[src/common/dcstb_pkg.sv]
package dcstb_pkg;

   localparam int unsigned CLK_HZ = 25_000_000;

   // Times as printed
   localparam int unsigned SKEW_TIMEOUT_S   = 10;
   localparam int unsigned STOP_LIMIT_US    = 20_000;
   localparam int unsigned GLITCH_REJECT_US = 500;

   localparam int unsigned SKEW_TIMEOUT_CYC   = SKEW_TIMEOUT_S * CLK_HZ;
   // Longest time rounds down
   localparam int unsigned STOP_LIMIT_CYC     = (STOP_LIMIT_US * (CLK_HZ / 1_000_000));
   // Pulses of this length or shorter are ignored; one more cycle qualifies
   localparam int unsigned GLITCH_REJECT_CYC  = (GLITCH_REJECT_US * (CLK_HZ / 1_000_000));

   localparam logic [1:0] SON_SRC_PIN      = 2'h0;
   localparam logic [1:0] SON_SRC_ALWAYS   = 2'h1;

   localparam logic [1:0] STOP_DYN_BRAKE      = 2'h0;
   localparam logic [1:0] STOP_DYN_BRAKE_FREE = 2'h1;
   localparam logic [1:0] STOP_COAST          = 2'h2;

   typedef enum logic [1:0] {
      DCSTB_SAFE_BLOCK = 2'b00,
      DCSTB_BASE_BLOCK = 2'b01,
      DCSTB_RUN        = 2'b10
   } dcstb_state_type;

   typedef struct packed {
      logic main_power_on;
      logic servo_alarm;
      logic abs_encoder_used;
      logic absolute_data_request;
   } dcstb_ready_cond_type;

   typedef struct packed {
      logic run_enable;
      logic power_stage_blocked;
      logic hardwired_safe_block;
      logic servo_ready;
      logic brake_release_out;
      logic dynamic_brake_on;
      logic fault_out_n;
      logic alarm_code_enable;
   } dcstb_drive_out_type;

endpackage

[src/dcstb_core.sv]
`timescale 1ns/1ps
`default_nettype none
module dcstb_core #(
   parameter int unsigned SKEW_TIMEOUT_CYC  = dcstb_pkg::SKEW_TIMEOUT_CYC,
   parameter int unsigned GLITCH_REJECT_CYC = dcstb_pkg::GLITCH_REJECT_CYC,
   parameter int unsigned BRAKE_DELAY_W     = 16
) (
   input  wire logic                             core_clk,
   input  wire logic                             rst,
   input  wire logic                             safety_channel_a_n,
   input  wire logic                             safety_channel_b_n,
   input  wire logic                             servo_on_req,
   input  wire logic [1:0]                       servo_on_source_select,
   input  wire logic [1:0]                       stop_method_select,
   input  wire logic [BRAKE_DELAY_W-1:0]         brake_off_delay_setting,
   input  wire dcstb_pkg::dcstb_ready_cond_type  ready_cond,
   input  wire logic                             alarm_reset,
   input  wire logic                             utility_active,
   input  wire logic                             utility_cancel,
   output logic                                  safety_input_skew_alarm,
   output logic                                  utility_motion_allowed,
   output dcstb_pkg::dcstb_drive_out_type        drive_out
);

   dcstb_pkg::dcstb_state_type state_q;
   dcstb_pkg::dcstb_state_type state_d;

   logic                     off_a;
   logic                     off_b;
   logic                     skew_alarm;
   logic                     any_off;
   logic                     servo_on_eff;
   logic                     safe_entry;
   logic                     utility_latched_q;
   logic [BRAKE_DELAY_W-1:0] brake_cnt_q;
   logic                     brake_hold;
   logic                     ready_ok;

   dcstb_off_filter #(
      .REJECT_CYC (GLITCH_REJECT_CYC)
   ) u_filter_a (
      .core_clk (core_clk),
      .rst      (rst),
      .chan_n   (safety_channel_a_n),
      .chan_off (off_a)
   );

   dcstb_off_filter #(
      .REJECT_CYC (GLITCH_REJECT_CYC)
   ) u_filter_b (
      .core_clk (core_clk),
      .rst      (rst),
      .chan_n   (safety_channel_b_n),
      .chan_off (off_b)
   );

   dcstb_skew_timer #(
      .TIMEOUT_CYC (SKEW_TIMEOUT_CYC)
   ) u_skew (
      .core_clk    (core_clk),
      .rst         (rst),
      .off_a       (off_a),
      .off_b       (off_b),
      .alarm_reset (alarm_reset),
      .alarm       (skew_alarm)
   );

   assign any_off = off_a | off_b;

   // Forced-on source means the host can never drop servo-on
   assign servo_on_eff = servo_on_req
                      || (servo_on_source_select == dcstb_pkg::SON_SRC_ALWAYS);

   assign ready_ok = ready_cond.main_power_on
                  && !ready_cond.servo_alarm
                  && !skew_alarm
                  && (!ready_cond.abs_encoder_used || ready_cond.absolute_data_request);

   always_comb begin
      state_d = state_q;
      unique case (state_q)
         dcstb_pkg::DCSTB_SAFE_BLOCK: begin
            // Exit only with servo-on released and main power present
            if (!any_off && !servo_on_eff && ready_cond.main_power_on) begin
               state_d = dcstb_pkg::DCSTB_BASE_BLOCK;
            end
         end
         dcstb_pkg::DCSTB_BASE_BLOCK: begin
            if (any_off) begin
               state_d = dcstb_pkg::DCSTB_SAFE_BLOCK;
            end else if (servo_on_eff && ready_ok) begin
               state_d = dcstb_pkg::DCSTB_RUN;
            end
         end
         dcstb_pkg::DCSTB_RUN: begin
            if (any_off) begin
               state_d = dcstb_pkg::DCSTB_SAFE_BLOCK;
            end else if (!servo_on_eff || !ready_ok) begin
               state_d = dcstb_pkg::DCSTB_BASE_BLOCK;
            end
         end
         default: state_d = dcstb_pkg::DCSTB_SAFE_BLOCK;
      endcase
   end

   always_ff @(posedge core_clk or posedge rst) begin
      if (rst) begin
         state_q <= dcstb_pkg::DCSTB_SAFE_BLOCK;
      end else begin
         state_q <= state_d;
      end
   end

   assign safe_entry = (state_d == dcstb_pkg::DCSTB_SAFE_BLOCK)
                    && (state_q != dcstb_pkg::DCSTB_SAFE_BLOCK);

   // Utility motion stays locked after a channel turns off during utility operation until cancelled
   always_ff @(posedge core_clk or posedge rst) begin
      if (rst) begin
         utility_latched_q <= 1'b0;
      end else if (utility_active && any_off) begin
         utility_latched_q <= 1'b1;
      end else if (utility_cancel) begin
         utility_latched_q <= 1'b0;
      end
   end

   always_ff @(posedge core_clk or posedge rst) begin
      if (rst) begin
         utility_motion_allowed <= 1'b0;
      end else begin
         utility_motion_allowed <= utility_active && !utility_latched_q
                                && !(utility_active && any_off)
                                && (state_d == dcstb_pkg::DCSTB_RUN);
      end
   end

   // Normal servo-off holds brake release for the configured delay
   always_ff @(posedge core_clk or posedge rst) begin
      if (rst) begin
         brake_cnt_q <= '0;
      end else if (state_d == dcstb_pkg::DCSTB_SAFE_BLOCK) begin
         brake_cnt_q <= '0;
      end else if (state_q == dcstb_pkg::DCSTB_RUN && state_d == dcstb_pkg::DCSTB_BASE_BLOCK) begin
         brake_cnt_q <= brake_off_delay_setting;
      end else if (brake_cnt_q != '0) begin
         brake_cnt_q <= brake_cnt_q - BRAKE_DELAY_W'(1);
      end
   end

   assign brake_hold = (state_q == dcstb_pkg::DCSTB_RUN) && (brake_off_delay_setting != '0);

   // Output registers, one per concern; drive_out only gathers them
   logic run_enable_q;
   logic power_stage_blocked_q;
   logic hardwired_safe_block_q;
   logic servo_ready_q;
   logic brake_release_q;
   logic dynamic_brake_q;
   logic fault_out_n_q;
   logic alarm_code_enable_q;

   function automatic logic in_run(input dcstb_pkg::dcstb_state_type s);
      return (s == dcstb_pkg::DCSTB_RUN);
   endfunction

   function automatic logic in_safe(input dcstb_pkg::dcstb_state_type s);
      return (s == dcstb_pkg::DCSTB_SAFE_BLOCK);
   endfunction

   function automatic logic in_base(input dcstb_pkg::dcstb_state_type s);
      return (s == dcstb_pkg::DCSTB_BASE_BLOCK);
   endfunction

   // Both dynamic-brake codes stop the motor on the brake
   function automatic logic dyn_brake_selected(input logic [1:0] method);
      return (method == dcstb_pkg::STOP_DYN_BRAKE)
          || (method == dcstb_pkg::STOP_DYN_BRAKE_FREE);
   endfunction

   function automatic logic alarm_present(input logic servo_alarm,
                                          input logic chan_skew);
      return servo_alarm || chan_skew;
   endfunction

   always_ff @(posedge core_clk or posedge rst) begin
      if (rst) begin
         run_enable_q <= 1'b0;
      end else begin
         // Both channel terms sit directly in the enable path
         run_enable_q <= in_run(state_d) && !off_a && !off_b && !skew_alarm;
      end
   end

   always_ff @(posedge core_clk or posedge rst) begin
      if (rst) begin
         power_stage_blocked_q <= 1'b1;
      end else begin
         power_stage_blocked_q <= !in_run(state_d);
      end
   end

   always_ff @(posedge core_clk or posedge rst) begin
      if (rst) begin
         hardwired_safe_block_q <= 1'b1;
      end else begin
         hardwired_safe_block_q <= in_safe(state_d);
      end
   end

   always_ff @(posedge core_clk or posedge rst) begin
      if (rst) begin
         servo_ready_q <= 1'b0;
      end else begin
         servo_ready_q <= !in_safe(state_d) && ready_ok;
      end
   end

   // A safe-block entry never takes the delayed branch
   always_ff @(posedge core_clk or posedge rst) begin
      if (rst) begin
         brake_release_q <= 1'b0;
      end else begin
         brake_release_q <= in_run(state_d)
                         || (in_base(state_d)
                             && (brake_cnt_q > BRAKE_DELAY_W'(1)
                                 || (brake_hold && !safe_entry
                                     && brake_cnt_q == '0
                                     && in_run(state_q))));
      end
   end

   // Held from safe-block entry until the next run
   always_ff @(posedge core_clk or posedge rst) begin
      if (rst) begin
         dynamic_brake_q <= 1'b0;
      end else if (safe_entry) begin
         dynamic_brake_q <= dyn_brake_selected(stop_method_select);
      end else if (in_run(state_d)) begin
         dynamic_brake_q <= 1'b0;
      end
   end

   always_ff @(posedge core_clk or posedge rst) begin
      if (rst) begin
         fault_out_n_q <= 1'b1;
      end else begin
         fault_out_n_q <= in_safe(state_d)
                       || !alarm_present(ready_cond.servo_alarm, skew_alarm);
      end
   end

   always_ff @(posedge core_clk or posedge rst) begin
      if (rst) begin
         alarm_code_enable_q <= 1'b0;
      end else begin
         alarm_code_enable_q <= !in_safe(state_d)
                             && alarm_present(ready_cond.servo_alarm, skew_alarm);
      end
   end

   assign drive_out = '{run_enable:           run_enable_q,
                        power_stage_blocked:  power_stage_blocked_q,
                        hardwired_safe_block: hardwired_safe_block_q,
                        servo_ready:          servo_ready_q,
                        brake_release_out:    brake_release_q,
                        dynamic_brake_on:     dynamic_brake_q,
                        fault_out_n:          fault_out_n_q,
                        alarm_code_enable:    alarm_code_enable_q};

   always_ff @(posedge core_clk or posedge rst) begin
      if (rst) begin
         safety_input_skew_alarm <= 1'b0;
      end else begin
         safety_input_skew_alarm <= skew_alarm;
      end
   end

endmodule // dcstb_core
`default_nettype wire

[src/dcstb_off_filter.sv]
`timescale 1ns/1ps
`default_nettype none
// Debounces one active-low safety channel: OFF is accepted only after it lasts
// longer than the reject window; ON is accepted at once.
module dcstb_off_filter #(
   parameter int unsigned REJECT_CYC = dcstb_pkg::GLITCH_REJECT_CYC
) (
   input  wire logic core_clk,
   input  wire logic rst,
   input  wire logic chan_n,
   output logic      chan_off
);

   localparam int unsigned CW = $clog2(REJECT_CYC + 2);

   logic [CW-1:0] cnt_q;

   always_ff @(posedge core_clk or posedge rst) begin
      if (rst) begin
         cnt_q <= '0;
      end else if (chan_n) begin
         cnt_q <= '0;
      end else if (cnt_q <= CW'(REJECT_CYC)) begin
         cnt_q <= cnt_q + CW'(1);
      end
   end

   always_ff @(posedge core_clk or posedge rst) begin
      if (rst) begin
         chan_off <= 1'b1;
      end else if (chan_n) begin
         chan_off <= 1'b0;
      end else if (cnt_q >= CW'(REJECT_CYC)) begin
         chan_off <= 1'b1;
      end
   end

endmodule // dcstb_off_filter
`default_nettype wire

[src/dcstb_skew_timer.sv]
`timescale 1ns/1ps
`default_nettype none
// Raises a latched alarm when the two filtered channels disagree too long.
module dcstb_skew_timer #(
   parameter int unsigned TIMEOUT_CYC = dcstb_pkg::SKEW_TIMEOUT_CYC
) (
   input  wire logic core_clk,
   input  wire logic rst,
   input  wire logic off_a,
   input  wire logic off_b,
   input  wire logic alarm_reset,
   output logic      alarm
);

   localparam int unsigned CW = $clog2(TIMEOUT_CYC + 1);

   logic [CW-1:0] cnt_q;
   logic          expired;

   assign expired = (off_a != off_b) && (cnt_q >= CW'(TIMEOUT_CYC - 1));

   always_ff @(posedge core_clk or posedge rst) begin
      if (rst) begin
         cnt_q <= '0;
      end else if (off_a == off_b) begin
         cnt_q <= '0;
      end else if (!expired) begin
         cnt_q <= cnt_q + CW'(1);
      end
   end

   // Set wins over the reset request
   always_ff @(posedge core_clk or posedge rst) begin
      if (rst) begin
         alarm <= 1'b0;
      end else if (expired) begin
         alarm <= 1'b1;
      end else if (alarm_reset) begin
         alarm <= 1'b0;
      end
   end

endmodule // dcstb_skew_timer
`default_nettype wire

[config.mk]
export PLATFORM = sky130hd
export DESIGN_NAME = dcstb_core
export DESIGN_NICKNAME = d
export VERILOG_FILES = /design/src/common/dcstb_pkg.sv /design/src/dcstb_core.sv /design/src/dcstb_off_filter.sv /design/src/dcstb_skew_timer.sv
export SDC_FILE = /design/constraint.sdc
export NUM_CORES = 1
export LEC_CHECK = 0
export ABC_AREA = 1
export CORE_MARGIN = 2
export CORE_UTILIZATION = 55
export CTS_CLUSTER_DIAMETER = 60
export DETAILED_ROUTE_END_ITERATION = 7
export DONT_BUFFER_PORTS = 1
export HOLD_SLACK_MARGIN = 0.03
export PLACE_DENSITY = 0.71
export REMOVE_ABC_BUFFERS = 1
export SETUP_SLACK_MARGIN = 0.5
export SYNTH_ARGS = -nofsm -noshare
export SYNTH_HDL_FRONTEND = slang
export SYNTH_SLANG_ARGS = --single-unit
[constraint.sdc]
create_clock -name core_clk -period 3.3 [get_ports core_clk]
set_input_delay 0.66 -clock core_clk [delete_from_list [all_inputs] [get_ports core_clk]]
set_output_delay 0.66 -clock core_clk [all_outputs]
set_load 0.05 [all_outputs]
# --- Word-level counts from Yosys, hierarchy flattened ---
# Index checks and enable logic that the tools add are counted.
word_totals:
  out_inout_bits: 10
  ff_bits: 88
  wordCells: 124
  in_bits: 32
op_classes:
  n_mux: 25
  n_eq_ne: 9
  n_addsub: 4
  reduce_logical: 60
  n_lt_le_gt_ge: 6
  bitwise: 1
ops:
  columns: ["op", "count"]
  rows:
  - ["2-to-1 mux 14 bit", 4]
  - ["2-to-1 mux 28 bit", 2]
  - ["2-to-1 mux 16 bit", 3]
  - ["nonzero test 16 bit", 2]
  - ["adder 14 x 1 -> 14 bit, second input constant", 2]
  - ["adder 28 x 1 -> 28 bit, second input constant", 1]
  - [">= comparator 14 bit, second input constant", 2]
  - [">= comparator 28 bit, second input constant", 1]
  - ["less-or-equal comparator 14 bit, second input constant", 2]
  - ["logical AND 1 bit", 23]
  - ["greater-than comparator 16 x 1 -> 1 bit, second input constant", 1]
  - ["logical NOT 16 bit", 1]
  - ["nonzero test 2 bit", 8]
  - ["subtractor 16 x 1 -> 16 bit, second input constant", 1]
  - ["logical NOT 1 bit", 14]
  - ["2-to-1 mux 1 bit", 10]
  - ["2-to-1 mux 2 bit", 5]
  - ["equality test 2 x 1 -> 1 bit, second input constant", 4]
  - ["logical OR 1 bit", 8]
  - ["logical NOT 2 bit", 3]
  - ["one-hot mux 2 bit (3 select lines)", 1]
  - ["equality test 2 bit, second input constant", 2]
  - ["nonzero test 3 bit", 1]
  - ["!= test 2 bit, second input constant", 1]
  - ["other kinds (3)", 3]

# --- Logic depth before layout (Yosys ltp) ---
depth:
  ltp_word: 18
  depth_mapped: 11
  ltp_nobuf: 11

# --- Modules after synthesis ---
# A second synthesis with hierarchy kept.
unflattened:
  hier_cells: 862
  hier_area_um2: 5903.2
modules_own_cells:
  columns: ["mod", "cells_per_inst", "area_each_um2", "n_inst", "seq_area_each_um2"]
  rows:
  - ["dcstb_skew_timer", 317, 2042.0, 1, 725.7]
  - ["dcstb_off_filter", 145, 1006.0, 2, 376.6]
  - ["dcstb_core", 255, 1849.3, 1, 729.4]

# --- Worst setup path after synthesis ---
# OpenSTA, ideal clock, no wires.
synth_path:
  kind: "input to register"
  start: "input servo_on_source_select[1]"
  end: "register brake_cnt_q[0]"
  n_path_buf: 1
  slack_ns: 1.582
  setup_time_ns: 0.118
  arrival_time_ns: 1.601
  cell_stages: 9
  cell_sequence: "inv_1 > nand2_1 > nand2_1 > nand3_1 > nand4_2 > clkbuf_1 > nand3_1 > nand3_1 > nand2_1"
synth_via:
  elab_chain_cells: 11
synth_rtl:
  columns: ["element", "line_no", "rtl"]
  rows:
  - ["start: declaration", "dcstb_core.sv:13", "input wire logic [1:0] servo_on_source_select,"]
  - ["equality test 2 x 1 -> 1 bit (*)", "dcstb_core.sv:72", "|| (servo_on_source_select == dcstb_pkg::SON_SRC_ALWAYS);"]
  - ["logical OR 1 bit (*)", "dcstb_core.sv:72", null]
  - ["logical NOT 1 bit", "dcstb_core.sv:84, dcstb_core.sv:98", null]
  - ["logical OR 1 bit / logical AND 1 bit (equally long branches)", "dcstb_core.sv:98, dcstb_core.sv:84", null]
  - ["2-to-1 mux 2 bit / logical AND 1 bit (equally long branches)", "dcstb_core.sv:98, dcstb_core.sv:84", null]
  - ["2-to-1 mux 2 bit, on equally long branches", "dcstb_core.sv:96, dcstb_core.sv:84", null]
  - ["one-hot mux 2 bit (3 select lines) (*)", "dcstb_core.sv:81", "unique case (state_q)"]
  - ["equality test 2 x 1 -> 1 bit", "dcstb_core.sv:144", "end else if (state_q == dcstb_pkg::DCSTB_RUN && state_d == dcstb_pkg::DCSTB_BASE_BLOCK) begin"]
  - ["logical AND 1 bit", "dcstb_core.sv:144", null]
  - ["2-to-1 mux 16 bit", "dcstb_core.sv:144", null]
  - ["2-to-1 mux 16 bit", "dcstb_core.sv:142", "end else if (state_d == dcstb_pkg::DCSTB_SAFE_BLOCK) begin"]
  - ["end signal: assignment", "dcstb_core.sv:145", "brake_cnt_q <= brake_off_delay_setting;"]
  - ["end signal: assignment", "dcstb_core.sv:147", "brake_cnt_q <= brake_cnt_q - BRAKE_DELAY_W'(1);"]
  - ["end: declaration", "dcstb_core.sv:35", "logic [BRAKE_DELAY_W-1:0] brake_cnt_q;"]
# Mark *: on every way between the ends. The rest lies on a longest branch, timed or not.
# A chain may end at the register's enable or synchronous reset.

# --- Worst setup path after layout ---
layout_path:
  start: "register u_skew.cnt_q[0]"
  end: "register u_skew.cnt_q[24]"
layout_via:
  elab_chain_cells: 3
layout_rtl:
  columns: ["element", "line_no", "rtl"]
  rows:
  - ["start: declaration", "dcstb_skew_timer.sv:17", "logic [CW-1:0] cnt_q;"]
  - ["start signal: assignment", "dcstb_skew_timer.sv:28", "cnt_q <= cnt_q + CW'(1);"]
  - ["adder 28 x 1 -> 28 bit / >= comparator 28 bit (equally long branches)", "dcstb_skew_timer.sv:28, dcstb_skew_timer.sv:20", null]
  - ["2-to-1 mux 28 bit / logical AND 1 bit (equally long branches)", "dcstb_skew_timer.sv:27, dcstb_skew_timer.sv:20", null]
  - ["2-to-1 mux 28 bit / != test 2 bit (equally long branches)", null, null]
# Several ways; a longest one is shown, not always the timed one. The select of a mux whose other input is x is not followed.

==> out/metrics.cfg <==
[status]
outcome = complete, no violations

[clock_network]
clockRootBuffer = clkbuf_8
clockBufferDepth = 2
clk_pin_slew_ps = 90
clock_latency_ps = 380
cts_buffers = 9
cts_hold_buffers = 0
htreeDepth = 3
postCtsResizedCells = 0
cts_sinks = 88
cts_setup_buffers = 0
cts_tree = yes

[sta]
finalHoldViolations = 0
worstMarginPinSlew_ps = 834
skew_ps = 13.4
fmax_mhz = 459
fin_crit_ps = 2180
fin_crit_sh = 0.660
holdWs_ps = 303
slew_violations = 0
slew_headroom = 0.443
rsz0062_at_grt = no
tns_ps = 0
setup_viol = 0

[synthesis]
synth-seq-area-share = 0.381
yosys-top-cells-area = dfrtp_1, nand2_1, nor2_1
yosysTopAreaCellShare = 0.359
yosys_warnings = 0
synth_top_area_cell = dfrtp_1
synth_area_mm2 = 0.00579
synth_cell_types = 38
synthCells = 860
syn_area_per_cell_um2 = 6.74
ys_ff_latch = 88

[detailed_routing]
met1_length_um = 6220
route.met3.wl_um = 666
route.detailed.drc = 0
wl_per_cell_um = 13.7
drt_pass1_iterations = 5
vias = 5343
routed-wl-met2_um = 6460
top_layer = met4
drt-total-wl_um = 13600
final_antenna_net_count = 0
viasPerCell = 5.40
drtIter0Drc = 325

[flow_run]
maxCapViolCount = 0

[die]
dieWidth_um = 107
initial_core_util = 0.564
fp.dieArea_mm2 = 0.0114
die_y_um = 107
rows = 37
io_pins = 42
core-area_mm2 = 0.0103

[grt]
track_usage = 0.254
grt.overflow.total = 0
grt_max_degree = 49
grt_pass1_wl_um = 23400
grt_pass1_vias = 5043
grt_antenna_before_repair = 1

[worst_setup_path]
crit_type = reg -> reg
worstPathRequired_ps = 3580
start_kind = register
arrival_ps = 2450
r2r_slack_ps = 1120
cp-end-kind = register
critPathMaxFanout = 26

[power_and_ir_drop]
vdd_drop_max_mv = 0.294
power.density_mw_per_mm2 = 524
p_leak_nw = 2.85

[cells_and_area]
area_delta_synth_final_pct = 4.54
finalNonFillerCells = 989
layout.nets = 887
drive_gt1_frac = 0.0528
most-common-layout-cells = nand2_1, nor2_1, inv_1
final_util = 0.589
layout_commonest_cell = nand2_1

[place]
placedCellCount = 972
dpl.hpwl_um = 9850
gp_congestion = 0.944
port-buffer-count = 0

[worst_hold_path]
hp-class = in -> async

==> cell families (layout without fill, tap and decap cells) <==
| group | count (synthesis) | in the layout | synth area share |
|---|---|---|---|
| other | 0 | 1 | 0 |
| xor gates and xnor gates | 25 | 25 | 0.0378 |
| and+or+nand+nor | 575 | 575 | 0.431 |
| buffers and inverters | 118 | 110 | 0.0894 |
| AOI/OAI and AO/OA | 46 | 46 | 0.0434 |
| adders and majority gates | 8 | 8 | 0.0173 |
| DFF | 88 | 88 | 0.381 |
==> critical path: stages, from the launching register on <==
cell,delay [ps]
dfrtp_1,490
ha_1,370
inv_2,90
nor2_4,200
nand3_1,100
nand3_1,130
nand2_4,120
nand2_8,180
nand2_4,200
nand2_1,120
nand2_1,50
==> routing by layer <==
layer	global-route usage	up-vias
met5	0	-
met4	0.0955	0
met3	0.0401	17
met2	0.418	122
met1	0.339	2486
li1	-	2718
==> area by class of cell <==
class                           instances  area [µm²]
Fill cell                            1033        4220
Tap cell                              136         170
Clock buffer                           11         151
Multi-Input combinational cell        654        3070
Sequential cell                        88        2210
Antenna cell                            1        2.50
Timing Repair Buffer                    4        30.0
Inverter                               90         339
Clock inverter                          5        87.6
==> synth_stat cells (all sizes together) <==
cell type / number
xnor2: 5
dfrtp: 83
dfstp: 5
nand2: 271
buf: 18
or2: 1
a21oi: 13
o22ai: 1
o21bai: 2
xor2: 20
o21a: 1
clkinv: 1
ha: 8
nand4: 43
nand3b: 3
nand3: 82
o21ai: 26
a31oi: 1
nor3b: 1
nor3: 22
a41oi: 2
inv: 89
clkbuf: 10
nor2: 152
==> state kept, by name, summed over array words and instances, names as in the netlist, 2 cells and up <==
register / flops
state_q: 2
u_filter_b.cnt_q: 14
u_filter_a.cnt_q: 14
u_skew.cnt_q: 28
brake_cnt_q: 16
==> power breakdown <==
part | internal [mW] | switching, mW | total [mW]
clock | 0.474 | 0.417 | 0.891
combinational | 0.297 | 0.560 | 0.857
sequential | 1.21 | 0.215 | 1.42
==> path summary, 6_finish.rpt <==
| path | to | from | cells after the start |
|---|---|---|---|
| worst max-delay path | u_skew.cnt_q[24]$_DFFE_PP0P_ | u_skew.cnt_q[0]$_DFFE_PP0P_ | 10 |
| min in group core_clk | u_filter_a.chan_off$_DFFE_PP1P_ | safety_channel_a_n | 1 |
| worst min-delay path | u_filter_a.cnt_q[12]$_DFFE_PP0P_ | rst | 1 |
| max in group asynchronous | fault_out_n_q$_DFF_PP1_ | rst | 2 |
| worst max register to register | u_skew.cnt_q[24]$_DFFE_PP0P_ | u_skew.cnt_q[0]$_DFFE_PP0P_ | 10 |
| worst min register to register | safety_input_skew_alarm$_DFF_PP0_ | u_skew.alarm$_DFFE_PP0P_ | 0 |
==> through the flow <==
step	power (mW)	setup WS, ps	instance area (µm²)
after floorplan	2.10	370	5610
after global placement	2.26	1120	5810
after detailed placement	2.29	1060	5810
after CTS	3.19	1130	6050
after global routing	3.37	939	6050
final	3.17	1120	6060
(Power assumes the default switching activity.)
